## src/hrs_pkg.sv

```systemverilog
// constants for the hub reset and strap configuration sequencer
// assumes a single 100 MHz core clock; long counts are overridable at the top
package hrs_pkg;
  // clock
  localparam int  CLK_PERIOD_NS = 10;
  // configuration-select strap encodings
  localparam logic [2:0] CFG_DEFAULT = 3'h0;
  localparam logic [2:0] CFG_SMBUS   = 3'h1;
  // timing figures in their own units
  localparam real STRAP_HOLD_NS   = 16.7;
  localparam int  INACTIVE_MAX_US = 2;
  localparam int  RECOVER_MAX_US  = 500;
  localparam real EE_LOAD_MAX_MS  = 99.5;
  localparam int  SMB_LOAD_MAX_MS = 300;
  localparam int  REQ_MAX_MS      = 5;
  // derived cycle counts: least times round up, longest round down
  localparam int  STRAP_SAMPLE_CYC = int'($ceil(STRAP_HOLD_NS / CLK_PERIOD_NS));
  localparam int  INACTIVE_CYC     = (INACTIVE_MAX_US * 1000) / CLK_PERIOD_NS;
  localparam int  RECOVER_CYC      = (RECOVER_MAX_US * 1000) / CLK_PERIOD_NS;
  localparam int  EE_LOAD_CYC      = int'($floor(EE_LOAD_MAX_MS * 1.0e6 / CLK_PERIOD_NS));
  localparam int  SMB_LOAD_CYC     = (SMB_LOAD_MAX_MS * 1000000) / CLK_PERIOD_NS;
  localparam int  REQ_CYC          = (REQ_MAX_MS * 1000000) / CLK_PERIOD_NS;
  localparam int  TMR_W            = 25;
  // reset values
  localparam logic [6:0] ADDR_RESET = 7'h00;
  // sequencer states
  typedef enum logic [2:0] {
    ST_HWRST, ST_RECOVER, ST_EE_LOAD, ST_SMB_WAIT, ST_CONFIG, ST_RUN
  } hrs_state_t;
endpackage : hrs_pkg

```

## src/hrs_strap_if.sv

```systemverilog
// carrier between the sequencer and the strap capture block
// assumes all members are on i_clk and the pins are already synchronised
`timescale 1ns/1ps
`default_nettype none
interface hrs_strap_if #(parameter int PORTS = 4, parameter int FIXED = 2);
  logic             sample;
  logic             clear;
  logic [2:0]       cfg_raw;
  logic [FIXED-1:0] fixed_raw;
  logic [PORTS-1:0] led_raw;
  logic             valid;
  logic             default_mode;
  logic             smbus_mode;
  logic [FIXED-1:0] fixed_q;
  logic [PORTS-1:0] led_q;
  modport cap (input sample, clear, cfg_raw, fixed_raw, led_raw,
               output valid, default_mode, smbus_mode, fixed_q, led_q);
  modport seq (output sample, clear, cfg_raw, fixed_raw, led_raw,
               input valid, default_mode, smbus_mode, fixed_q, led_q);
endinterface : hrs_strap_if
`default_nettype wire

```

## src/hrs_reset_seq.sv

```systemverilog
// hub reset and strap configuration sequencer, top level
// assumes pins arrive asynchronously; hub logic handshakes sit on i_clk
//
// Overview of operation
// - all three config straps zero selects built-in defaults and strap sampling.
// - bits not controlled by a strap take their built-in default value.
// - a strap pin pulled high reads one, pulled low reads zero.
// - led strap high means led driven active low, low means active high.
// - led straps sampled after reset release, applied only in default mode.
// - hardware reset disables ports and removes port power unless charging enabled.
// - hardware reset disables transceivers, differential pairs go high impedance.
// - hardware reset aborts every transaction at once, no state kept.
// - hardware reset returns all internal registers to defaults, mostly zero.
// - oscillator and pll are stopped while hardware reset is asserted.
// - operational within 500 us of release, then eeprom read starts at once.
// - in strap mode outputs reach inactive states within 2 us of release.
// - eeprom load takes at most 99.5 ms, attach follows within 100 ms.
// - self-powered smbus setups have no load limit; device waits as long as needed.
// - each standard request completes within 5 ms.
// - usb bus reset sets address to zero and unconfigured state.
// - usb bus reset removes port power unless charging is enabled.
// - usb bus reset clears transaction buffers and leaves suspend.
// - usb bus reset is never forwarded downstream.
// - smbus mode waits without limit, attaches only after the load.
// - attach control bit signals attach and write-protects configuration memory (write-protect set in smbus mode only).
`timescale 1ns/1ps
`default_nettype none
module hrs_reset_seq #(
  parameter int PORTS        = 4,
  parameter int FIXED        = 2,
  parameter int RECOVER_CYC  = hrs_pkg::RECOVER_CYC,
  parameter int EE_LOAD_CYC  = hrs_pkg::EE_LOAD_CYC,
  parameter int SMB_LOAD_CYC = hrs_pkg::SMB_LOAD_CYC,
  parameter int REQ_CYC      = hrs_pkg::REQ_CYC
) (
  input  wire logic             i_clk,
  input  wire logic             i_rst,
  input  wire logic             i_ce,
  // pins
  input  wire logic             i_reset_pin_n,
  input  wire logic [2:0]       i_cfg_sel,
  input  wire logic [FIXED-1:0] i_fixed_device_straps,
  input  wire logic [PORTS-1:0] i_port_led_straps,
  input  wire logic             i_charging_port_enable,
  input  wire logic             i_self_powered,
  // hub core handshakes
  input  wire logic             i_ee_done,
  input  wire logic             i_smb_attach,
  input  wire logic             i_usb_bus_reset,
  input  wire logic             i_set_addr,
  input  wire logic [6:0]       i_addr,
  input  wire logic             i_set_config,
  input  wire logic             i_suspend,
  input  wire logic             i_req_start,
  input  wire logic             i_req_done,
  input  wire logic [PORTS-1:0] i_port_power_req,
  input  wire logic [PORTS-1:0] i_led_on,
  // outputs
  output logic                  o_osc_en,
  output logic                  o_pll_en,
  output logic                  o_phy_en,
  output logic                  o_txn_abort,
  output logic                  o_regs_default,
  output logic [PORTS-1:0]      o_port_enable,
  output logic [PORTS-1:0]      o_port_power_enable,
  output logic [PORTS-1:0]      o_port_led_out,
  output logic [PORTS-1:0]      o_port_led_oe_n,
  output logic [FIXED-1:0]      o_fixed_device,
  output logic                  o_outputs_active,
  output logic                  o_ee_start,
  output logic                  o_ee_timeout,
  output logic                  o_smb_late,
  output logic                  o_cfg_apply,
  output logic                  o_attach,
  output logic                  o_cfg_write_protect,
  output logic [6:0]            o_dev_addr,
  output logic                  o_configured,
  output logic                  o_suspended,
  output logic                  o_tt_clear,
  output logic                  o_req_force_done
);
  localparam int W = hrs_pkg::TMR_W;

  initial begin
    if (PORTS < 1 || FIXED < 1)
      $error("port and strap counts must be at least one");
    if (RECOVER_CYC < 1 || EE_LOAD_CYC < 1 || SMB_LOAD_CYC < 1 || REQ_CYC < 1)
      $error("timing counts must be at least one cycle");
    if (RECOVER_CYC >= 2**W || EE_LOAD_CYC >= 2**W || SMB_LOAD_CYC >= 2**W || REQ_CYC >= 2**W)
      $error("timing count too wide for the timer");
  end

  // two-flop synchronisers for every pin; first stage read only by the second
  localparam int SW = 3 + FIXED + PORTS + 3;
  logic [SW-1:0] pin_meta_q;
  logic [SW-1:0] pin_sync_q;
  always_ff @(posedge i_clk) begin
    if (i_ce) begin
      pin_meta_q <= {i_reset_pin_n, i_charging_port_enable, i_self_powered,
                     i_cfg_sel, i_fixed_device_straps, i_port_led_straps};
      pin_sync_q <= pin_meta_q;
    end
  end

  logic             rst_pin_n_s;
  logic             charge_s;
  logic             self_pwr_s;
  logic [2:0]       cfg_s;
  logic [FIXED-1:0] fixed_s;
  logic [PORTS-1:0] led_s;
  assign {rst_pin_n_s, charge_s, self_pwr_s, cfg_s, fixed_s, led_s} = pin_sync_q;

  // hardware reset: core reset or the synchronised reset pin held low
  logic hw_rst;
  assign hw_rst = i_rst || !rst_pin_n_s;

  hrs_pkg::hrs_state_t state_q;
  logic [7:0]          since_q;    // cycles since release, saturating
  logic                tmr_load;
  logic [W-1:0]        tmr_count;
  logic                tmr_exp;
  logic                req_busy_q;
  logic                req_exp;

  hrs_strap_if #(.PORTS(PORTS), .FIXED(FIXED)) st ();

  assign st.clear     = hw_rst;
  assign st.cfg_raw   = cfg_s;
  assign st.fixed_raw = fixed_s;
  assign st.led_raw   = led_s;
  // sample just past the strap hold time after release
  assign st.sample    = (state_q == hrs_pkg::ST_RECOVER)
                        && (since_q == 8'(hrs_pkg::STRAP_SAMPLE_CYC));

  hrs_strap_capture u_cap (
    .i_clk (i_clk),
    .i_ce  (i_ce),
    .st    (st)
  );

  hrs_timer #(.W(W)) u_seq_tmr (
    .i_clk     (i_clk),
    .i_ce      (i_ce),
    .i_load    (tmr_load),
    .i_count   (tmr_count),
    .o_expired (tmr_exp)
  );

  hrs_timer #(.W(W)) u_req_tmr (
    .i_clk     (i_clk),
    .i_ce      (i_ce),
    .i_load    (i_req_start),
    .i_count   (W'(REQ_CYC)),
    .o_expired (req_exp)
  );

  // timer loads on entry to each timed state
  always_comb begin
    tmr_load  = 1'b0;
    tmr_count = '0;
    case (state_q)
      hrs_pkg::ST_HWRST: begin
        tmr_load  = !hw_rst;
        tmr_count = W'(RECOVER_CYC);
      end
      hrs_pkg::ST_RECOVER: begin
        tmr_load  = tmr_exp && st.valid && !st.default_mode;
        tmr_count = st.smbus_mode ? W'(SMB_LOAD_CYC) : W'(EE_LOAD_CYC);
      end
      default: begin
        tmr_load  = 1'b0;
        tmr_count = '0;
      end
    endcase
  end

  // start-up sequence; hardware reset drops every state at once
  always_ff @(posedge i_clk) begin
    if (i_ce) begin
      if (hw_rst) begin
        state_q <= hrs_pkg::ST_HWRST;
      end else begin
        case (state_q)
          hrs_pkg::ST_HWRST:
            state_q <= hrs_pkg::ST_RECOVER;
          hrs_pkg::ST_RECOVER:
            if (tmr_exp && st.valid) begin
              if (st.default_mode)
                state_q <= hrs_pkg::ST_CONFIG;
              else if (st.smbus_mode)
                state_q <= hrs_pkg::ST_SMB_WAIT;
              else
                state_q <= hrs_pkg::ST_EE_LOAD;
            end
          hrs_pkg::ST_EE_LOAD:
            if (i_ee_done || tmr_exp)
              state_q <= hrs_pkg::ST_CONFIG;
          hrs_pkg::ST_SMB_WAIT:
            if (i_smb_attach)
              state_q <= hrs_pkg::ST_CONFIG;
          hrs_pkg::ST_CONFIG:
            state_q <= hrs_pkg::ST_RUN;
          hrs_pkg::ST_RUN:
            state_q <= hrs_pkg::ST_RUN;
          default:
            state_q <= hrs_pkg::ST_HWRST;
        endcase
      end
    end
  end

  // cycles since release, for strap sampling and inactive-output timing
  always_ff @(posedge i_clk) begin
    if (i_ce) begin
      if (hw_rst)
        since_q <= 8'h00;
      else if (since_q != 8'hFF)
        since_q <= since_q + 8'h01;
    end
  end

  // clocks, transceivers, aborts and default load follow hardware reset
  always_ff @(posedge i_clk) begin
    if (i_ce) begin
      o_osc_en       <= !hw_rst;
      o_pll_en       <= !hw_rst;
      o_phy_en       <= !hw_rst && (state_q == hrs_pkg::ST_RUN);
      o_txn_abort    <= hw_rst;
      o_regs_default <= hw_rst;
    end
  end

  // outputs go inactive well inside the limit: one cycle after sampling
  always_ff @(posedge i_clk) begin
    if (i_ce) begin
      if (hw_rst)
        o_outputs_active <= 1'b0;
      else if (st.valid && since_q <= 8'(hrs_pkg::INACTIVE_CYC))
        o_outputs_active <= 1'b1;
    end
  end

  // led pins: released in reset so the strap can be read, then driven
  always_ff @(posedge i_clk) begin
    if (i_ce) begin
      if (hw_rst || !st.valid) begin
        o_port_led_oe_n <= '1;
        o_port_led_out  <= '0;
      end else begin
        o_port_led_oe_n <= '0;
        // a high strap inverts the drive: lit means low
        o_port_led_out  <= i_led_on ^ st.led_q;
      end
      o_fixed_device <= st.fixed_q;
    end
  end

  // sequencer pulses and sticky timing flags
  always_ff @(posedge i_clk) begin
    if (i_ce) begin
      if (hw_rst) begin
        o_ee_start   <= 1'b0;
        o_ee_timeout <= 1'b0;
        o_smb_late   <= 1'b0;
        o_cfg_apply  <= 1'b0;
      end else begin
        o_ee_start  <= tmr_load && (state_q == hrs_pkg::ST_RECOVER) && !st.smbus_mode;
        o_cfg_apply <= (state_q == hrs_pkg::ST_CONFIG);
        if (state_q == hrs_pkg::ST_EE_LOAD && tmr_exp && !i_ee_done)
          o_ee_timeout <= 1'b1;
        // self-powered hubs have no load limit; only bus-powered ones flag it
        if (state_q == hrs_pkg::ST_SMB_WAIT && tmr_exp && !self_pwr_s)
          o_smb_late <= 1'b1;
      end
    end
  end

  // attach and write-protect follow the configured state
  always_ff @(posedge i_clk) begin
    if (i_ce) begin
      if (hw_rst) begin
        o_attach            <= 1'b0;
        o_cfg_write_protect <= 1'b0;
      end else if (state_q == hrs_pkg::ST_CONFIG) begin
        o_attach            <= 1'b1;
        o_cfg_write_protect <= st.smbus_mode;
      end
    end
  end

  // usb-level state; a bus reset only touches upstream-facing state
  always_ff @(posedge i_clk) begin
    if (i_ce) begin
      if (hw_rst) begin
        o_dev_addr   <= hrs_pkg::ADDR_RESET;
        o_configured <= 1'b0;
        o_suspended  <= 1'b0;
        o_tt_clear   <= 1'b0;
      end else if (i_usb_bus_reset) begin
        o_dev_addr   <= hrs_pkg::ADDR_RESET;
        o_configured <= 1'b0;
        o_suspended  <= 1'b0;
        o_tt_clear   <= 1'b1;
      end else begin
        o_tt_clear <= 1'b0;
        if (i_set_addr && state_q == hrs_pkg::ST_RUN)
          o_dev_addr <= i_addr;
        if (i_set_config && state_q == hrs_pkg::ST_RUN)
          o_configured <= 1'b1;
        o_suspended <= i_suspend && state_q == hrs_pkg::ST_RUN;
      end
    end
  end

  // downstream ports: no bus reset is passed on, only power is cut unless charging is enabled
  always_ff @(posedge i_clk) begin
    if (i_ce) begin
      if (hw_rst) begin
        o_port_enable       <= '0;
        o_port_power_enable <= charge_s ? '1 : '0;
      end else if (i_usb_bus_reset) begin
        o_port_enable       <= o_port_enable;
        o_port_power_enable <= charge_s ? o_port_power_enable : '0;
      end else if (state_q == hrs_pkg::ST_RUN) begin
        o_port_enable       <= '1;
        o_port_power_enable <= i_port_power_req | (charge_s ? o_port_power_enable : '0);
      end
    end
  end

  // request watchdog forces completion one cycle after the time limit
  always_ff @(posedge i_clk) begin
    if (i_ce) begin
      if (hw_rst || i_usb_bus_reset) begin
        req_busy_q       <= 1'b0;
        o_req_force_done <= 1'b0;
      end else begin
        o_req_force_done <= req_busy_q && req_exp && !i_req_done;
        if (i_req_start)
          req_busy_q <= 1'b1;
        else if (i_req_done || req_exp)
          req_busy_q <= 1'b0;
      end
    end
  end
endmodule : hrs_reset_seq
`default_nettype wire

```

## src/hrs_strap_capture.sv

```systemverilog
// latches configuration straps once per hardware reset
// assumes sample is a pulse after reset release and clear covers reset
`timescale 1ns/1ps
`default_nettype none
module hrs_strap_capture (
  input  wire logic  i_clk,
  input  wire logic  i_ce,
  hrs_strap_if.cap   st
);
  logic [2:0] cfg_q;
  logic       valid_q;
  logic [$bits(st.fixed_q)-1:0] fixed_q;
  logic [$bits(st.led_q)-1:0]   led_q;

  // first sample after release wins; later samples ignored until next reset
  always_ff @(posedge i_clk) begin
    if (i_ce) begin
      if (st.clear) begin
        valid_q <= 1'b0;
        cfg_q   <= 3'h0;
        fixed_q <= '0;
        led_q   <= '0;
      end else if (st.sample && !valid_q) begin
        valid_q <= 1'b1;
        cfg_q   <= st.cfg_raw;
        fixed_q <= st.fixed_raw;
        led_q   <= st.led_raw;
      end
    end
  end

  assign st.valid        = valid_q;
  assign st.default_mode = valid_q && (cfg_q == hrs_pkg::CFG_DEFAULT);
  assign st.smbus_mode   = valid_q && (cfg_q == hrs_pkg::CFG_SMBUS);
  // outside default mode the strap values do not apply: defaults are zero
  assign st.fixed_q = st.default_mode ? fixed_q : '0;
  assign st.led_q   = st.default_mode ? led_q : '0;
endmodule : hrs_strap_capture
`default_nettype wire

```

## src/hrs_timer.sv

```systemverilog
// down counter: load a count, expired rises when it reaches zero
// assumes load and count come from the same clock domain
`timescale 1ns/1ps
`default_nettype none
module hrs_timer #(
  parameter int W = 25
) (
  input  wire logic         i_clk,
  input  wire logic         i_ce,
  input  wire logic         i_load,
  input  wire logic [W-1:0] i_count,
  output logic              o_expired
);
  logic [W-1:0] cnt_q;

  // reload has priority so a restart in the expiry cycle is not missed
  always_ff @(posedge i_clk) begin
    if (i_ce) begin
      if (i_load) begin
        cnt_q <= i_count;
      end else if (cnt_q != '0) begin
        cnt_q <= cnt_q - W'(1);
      end
    end
  end

  // expiry ignores load: the sequencer reloads off expiry, so gating it would loop
  assign o_expired = (cnt_q == '0);
endmodule : hrs_timer
`default_nettype wire

```

## config.mk

```make
export PLATFORM = sky130hd
export DESIGN_NAME = hrs_reset_seq
export DESIGN_NICKNAME = d
export VERILOG_FILES = /design/src/hrs_pkg.sv /design/src/hrs_strap_if.sv /design/src/hrs_reset_seq.sv /design/src/hrs_strap_capture.sv /design/src/hrs_timer.sv
export SDC_FILE = /design/constraint.sdc
export NUM_CORES = 1
export LEC_CHECK = 0
export BUFFER_PORTS_ARGS = -buffer_cell sky130_fd_sc_hd__buf_2
export CAP_MARGIN = 20
export CORE_MARGIN = 2
export CORE_UTILIZATION = 52
export DETAILED_ROUTE_END_ITERATION = 7
export GPL_ROUTABILITY_DRIVEN = 0
export HOLD_SLACK_MARGIN = 0.12
export PLACE_DENSITY = 0.72
export SYNTH_ARGS = -nofsm -noshare
export SYNTH_HDL_FRONTEND = slang
export SYNTH_SLANG_ARGS = --single-unit
```

## constraint.sdc

```tcl
create_clock -name i_clk -period 2.7 [get_ports i_clk]
set_input_delay 0.27 -clock i_clk [delete_from_list [all_inputs] [get_ports i_clk]]
set_output_delay 0.27 -clock i_clk [all_outputs]
set_load 0.005 [all_outputs]
```

Word-level counts from Yosys, hierarchy flattened. Index checks and enable logic that the tools add are counted.

Multiplexer cells: 36. Add/subtract/negate cells: 3. Bitwise gates (word level): 2. Magnitude comparators: 1. Equality and inequality tests: 12. Reduce and logical (&&, ||, !) cells: 67.

Operator list (count): 25-bit two-way mux (4); 25-bit logical NOT (2); 25-bit one-hot mux with 2 select lines (1); 25-bit nonzero test (2); 25-bit by 1-bit subtractor with 25-bit output, second input constant (2); 4-bit two-way mux (10); 2-bit AND reduction (12); 1-bit logical AND (19); 2-bit nonzero test (9); 3-bit two-way mux (5); 3-bit one-hot mux with 5 select lines (1); 3-bit nonzero test (4); 1-bit two-way mux (11); 8-bit by 1-bit adder with 8-bit output, second input constant (1); 8-bit by 2-bit == test with 1-bit output, second input constant (1); 8-bit <= comparator, second input constant (1); 1-bit logical NOT (8); 8-bit two-way mux (1); 8-bit inequality test, second input constant (1); 7-bit two-way mux (1); 3-bit by 1-bit == test with 1-bit output, second input constant (2); 3-bit by 2-bit == test with 1-bit output, second input constant (2); 3-bit == test, second input constant (2); 3-bit logical NOT (2); other kinds (11) (17).

Word-level logic and storage cells: 152. Bits of input ports: 38. Output and inout bits: 41. Register bits after elaboration: 135.

Logic depth before layout (Yosys ltp).
Depth after elaboration: 7. Depth in mapped cells: 7.

Hierarchy. Synthesis repeated with hierarchy kept, for this count alone.

Cells, all modules: 556. Area total of the unflattened synthesis: 6538.8 um2.

By module, submodules not included: hrs_reset_seq (area an instance 2921.6 um2, sequential area each 2072.0 um2, instances 1, cells an instance 208); hrs_timer at u_seq_tmr (area an instance 1611.5 um2, sequential area each 750.7 um2, instances 1, cells an instance 164); hrs_timer at u_req_tmr (area an instance 1557.7 um2, sequential area each 750.7 um2, instances 1, cells an instance 154); hrs_strap_capture (area an instance 447.9 um2, sequential area each 300.3 um2, instances 1, cells an instance 30).

Worst setup path before layout. No wires, ideal clock.

Kind: register to register. Start: reg state_q[0]. End: reg u_seq_tmr.cnt_q[0], enable pin. Library setup time: 422 ps. Period minus slack after synthesis: 2944 ps. Path buffers: 2. Path slack: -244 ps. Data arrival time: 2521 ps. Cell stages (with the launch flop): 5. Path through: edfxtp_1 clkbuf_1 or4_1 clkbuf_1 a31oi_1.

Cells in the longest elaborated chain, start to end: 4. Elaborated cells on any way between the ends: 5. Classes of those cells: 1 x eq/ne; 1 x mux; 3 x reduce/logical.

RTL lines: start: declaration (line hrs_reset_seq.sv:117) `hrs_pkg::hrs_state_t state_q;`; start signal: assignment (line hrs_reset_seq.sv:181) `state_q <= hrs_pkg::ST_HWRST;`; start signal: assignment (line hrs_reset_seq.sv:185) `state_q <= hrs_pkg::ST_RECOVER;`; start signal: assignment (line hrs_reset_seq.sv:189) `state_q <= hrs_pkg::ST_CONFIG;`; 3-bit by 1-bit == test with 1-bit output / 3-bit logical NOT (equally long branches) (line hrs_reset_seq.sv:161) `case (state_q)`; 1-bit one-hot mux with 2 select lines (*) (line hrs_reset_seq.sv:161); 2-bit nonzero test (no line) (*); 2-bit AND reduction (no line) (*); end signal: assignment (line hrs_timer.sv:20) `cnt_q <= i_count;`; end signal: assignment (line hrs_timer.sv:22) `cnt_q <= cnt_q - W'(1);`; end: declaration (line hrs_timer.sv:14) `logic [W-1:0] cnt_q;`.

Mark *: on every way between the ends. The rest lies on a longest branch, timed or not. A chain may end at the register's enable or synchronous reset.

Final worst setup path.
Start: reg u_req_tmr.cnt_q[16]. End: reg u_req_tmr.cnt_q[13], enable pin.

Cells in the longest elaborated chain, start to end: 3.

RTL lines: start: declaration (line hrs_timer.sv:14); start signal: assignment (line hrs_timer.sv:20); start signal: assignment (line hrs_timer.sv:22); 25-bit nonzero test (line hrs_timer.sv:21) `end else if (cnt_q != '0) begin`; 2-bit nonzero test (no line); 2-bit AND reduction (no line).

No other way between the ends.

==> results by group <==
Outcome
  – Status: complete, no violations

Clock tree
  – CTS clk-pin slew, worst paths: roughly 0.060 ns
  – Setup bufs post-CTS: 0
  – CTS tree: done
  – Total CTS buffers: 17
  – Clk buf depth: 2
  – CTS H-tree lvls: 4
  – Root buf cell: clkbuf_16
  – Clk sink count: 129
  – Clk_lat worst skew: 0.42 ns

Logic synthesis
  – Synthesized Nets: 538
  – Unique masters post-synth: a little under 50
  – Largest family of logic cells by synthesized area: simple AND/OR/NAND/NOR gates
  – Cells after synthesis: 493
  – Synthesis Warnings: 0
  – Post-synth EDFFs: 129
  – Yosys reg bits: about 130
  – Syn Area/Cell: 12.4 um2
  – Async set or reset register ratio after synthesis: 0
  – Post-Synth Adder-Cell Area: 0.0143
  – Post-synthesis mux area share: 0
  – Post-synthesis compound-gate area fraction: 0.0454
  – Sequential share of the synthesized area: 0.633
  – Post-Syn Area: approximately 6000 um2
  – XOR/XNOR Fraction of Synth Area: 0.0687
  – Synth Flop Type: edfxtp_1
  – Simple-gate portion of the synthesized area: 0.210

Power and ir drop
  – Switching pwr: 1.18 mW
  – Pint: 4.08 mW
  – Clock power frac: 0.466
  – Comb power frac: 0.067
  – Pwr dens: between 700 and 800 nW/um2
  – Sw Share: 0.224
  – Register share of total power: 0.467
  – Peak VDD IR: approximately 0.52 mV
  – Lkg Pwr: 2.74 nW

Setup path
  – Worst Path Max Fanout: 25
  – CP max stage delay: 0.59 ns
  – Worst-path cell chain: or4_1 -> nor4_2 -> and3_1 -> nand3_1 -> o21a_1 -> buf_4
  – Crit path buffers/inverters: 1
  – Crit end category: flop
  – Worst path top cell family by delay: simple AND/OR/NAND/NOR gates
  – Required time worst endpoint: approximately 2.8 ns
  – Kind of critical path: flop to flop
  – Stages on worst setup path: 6
  – Worst EP arrival: 2.55 ns
  – Critical Path Slowest Stage Cell: or4_1
  – R2R depth: 6
  – CP Launch Type: flop

STA
  – Relative slew slack: 0.570
  – Final hold violations: 0
  – Max Freq: approximately 0.41 GHz
  – Final min period: 2.42 ns
  – Final Worst Setup Slack: 0.284 ns
  – Pins Over Slew Limit: 0
  – Clk_skew: between 0.007 and 0.008 ns
  – Worst Tran Pin Value: 0.642 ns
  – Setup-failing EPs final: 0
  – Tcrit/Tclk final: 0.895
  – Setup TNS: 0 ns
  – RSZ-0062 raised after global routing: false

Route
  – Routed WL: 12400 um
  – Via Count: just over 4000
  – Routed length per instance: 16.5 um
  – DRT iter0 DRCs: 256
  – Vias/cell: 5.48
  – Remaining antenna violation count: 0
  – DRC violations left: 0
  – TritonRoute pass-1 iters: 4

Layout
  – Area growth, synth to finish: 22.0%
  – Most frequent cells in the layout: edfxtp_1, buf_2, nor2_1
  – Most common cell after layout, fill and taps aside: edfxtp_1
  – NumNets Final: around 640
  – Filler cells: 848
  – Share of post-route cells with drive strength above 1: 0.236

Placed design
  – Post-DP HPWL: 8140 um
  – Pre-CTS setup slack: 0.238 ns
  – Number of port buffers: slightly below 80

Floorplanning
  – Die X: 112 um
  – Core area: 11500 um2
  – Die height: between 100 and 150 um
  – Std cell rows: 39
  – Initial Util: 0.533
  – Die area: between 10000 and 15000 um2
  – Io pins: 79

Global route
  – GRT Overall Usage: 0.202
  – Antenna violations before repair: 2
  – Grt ovf: 0
  – First-pass GRT wire length: between 15000 and 20000 um
  – Largest net degree at the start of global routing: 41
  – Vias in the first global route: 3984

Hold path
  – Cell depth of the worst min-delay path: 2
  – HP Class: input pin to flop

Run
  – MaxCap Viol Count: 0
repair_timing:
item,in CTS,in global routing
resized for setup,0,1
hold endpoints to repair,17,0
hold buffers,17,0
setup endpoints to repair,0,25
routing by layer:
| layer | share of wire | wire (um) | global-route usage | vias up |
|---|---|---|---|---|
| met5 | 0.00057 | 7 | 0 | - |
| met4 | 0.023 | 288 | 0.0894 | 2 |
| met3 | 0.052 | 644 | 0.0551 | 29 |
| met2 | 0.47 | 5850 | 0.314 | 122 |
| met1 | 0.45 | 5570 | 0.270 | 1960 |
| li1 | - | - | - | 2006 |
final cells by class:
| cell class | instances | area, um2 | area share |
|---|---|---|---|
| multi-input combinational | 328 | 2080 | 0.279 |
| clock buffer | 18 | 429 | 0.0575 |
| inverter | 10 | 37.5 | 0.00503 |
| clock inverter | 14 | 201 | 0.0270 |
| timing repair buffer | 108 | 658 | 0.0882 |
| sequential | 129 | 3870 | 0.519 |
| tap | 143 | 179 | 0.0240 |
| antenna | 1 | 2.50 | 0.000335 |
flip-flops by register name, indices dropped and copies added, names as in the netlist, 7 cells and up:
register / count
o_dev_addr: 7
u_seq_tmr.cnt_q: 25
pin_meta_q: 12
u_req_tmr.cnt_q: 25
pin_sync_q: 12
since_q: 8
Yosys cell counts, drive strengths merged (4+ instances only):
cell type / count / area (um2)
nor3b: 4 / 35.0
nand2: 26 / 100
or4: 8 / 71.3
and2: 22 / 138
ha: 7 / 87.6
xor2: 29 / 254
clkbuf: 14 / 52.6
nand4: 5 / 37.5
o21ai: 23 / 115
edfxtp: 129 / 3870
nor3: 17 / 106
buf: 12 / 82.6
a21oi: 16 / 80.1
and3: 9 / 56.3
inv: 10 / 37.5
nor4: 20 / 170
or2: 4 / 27.5
nand3: 20 / 100
nand2b: 10 / 62.6
nor2: 56 / 210
or3: 8 / 51.3
xnor2: 19 / 166
worst paths after layout:
kind                                     startpoint             endpoint  slack (ns)
worst max register to register  u_req_tmr.cnt_q[16]  u_req_tmr.cnt_q[13]        0.28
worst min register to register        pin_meta_q[6]        pin_sync_q[6]        0.42
worst max-delay path            u_req_tmr.cnt_q[16]  u_req_tmr.cnt_q[13]        0.28
worst min-delay path                      i_addr[5]        o_dev_addr[5]        0.14
power by group through the flow:
stage	registers (mW)	logic, mW	clock network (mW)
after floorplan	2.47	0.210	0
after global placement	2.49	0.321	0
after detailed placement	2.49	0.329	0
after CTS	2.45	0.350	2.47
after global routing	2.47	0.391	2.56
final	2.45	0.350	2.45
logic make-up (layout without fill, tap and decap cells):
group | Yosys count | in the layout
AO/OA/AOI/OAI | 50 | 50
XOR/XNOR | 48 | 48
adder cells (fa/ha/maj) | 7 | 7
buffers and inverters | 36 | 150
flip-flops | 129 | 129
other | 0 | 1
AND/OR/NAND/NOR | 223 | 223
per-stage QoR:
stage	hold slack (ns)	cells	power (mW)	cell area, um2	util
floorplan	0.369	493	2.68	6120	-
global placement	0.402	700	2.81	6650	0.580
detailed placement	0.405	700	2.82	6650	0.580
CTS	0.123	749	5.27	7450	0.650
global route	0.121	750	5.42	7460	0.651
finish	0.136	751	5.26	7460	0.651
Power figures use the tool's default switching activity.
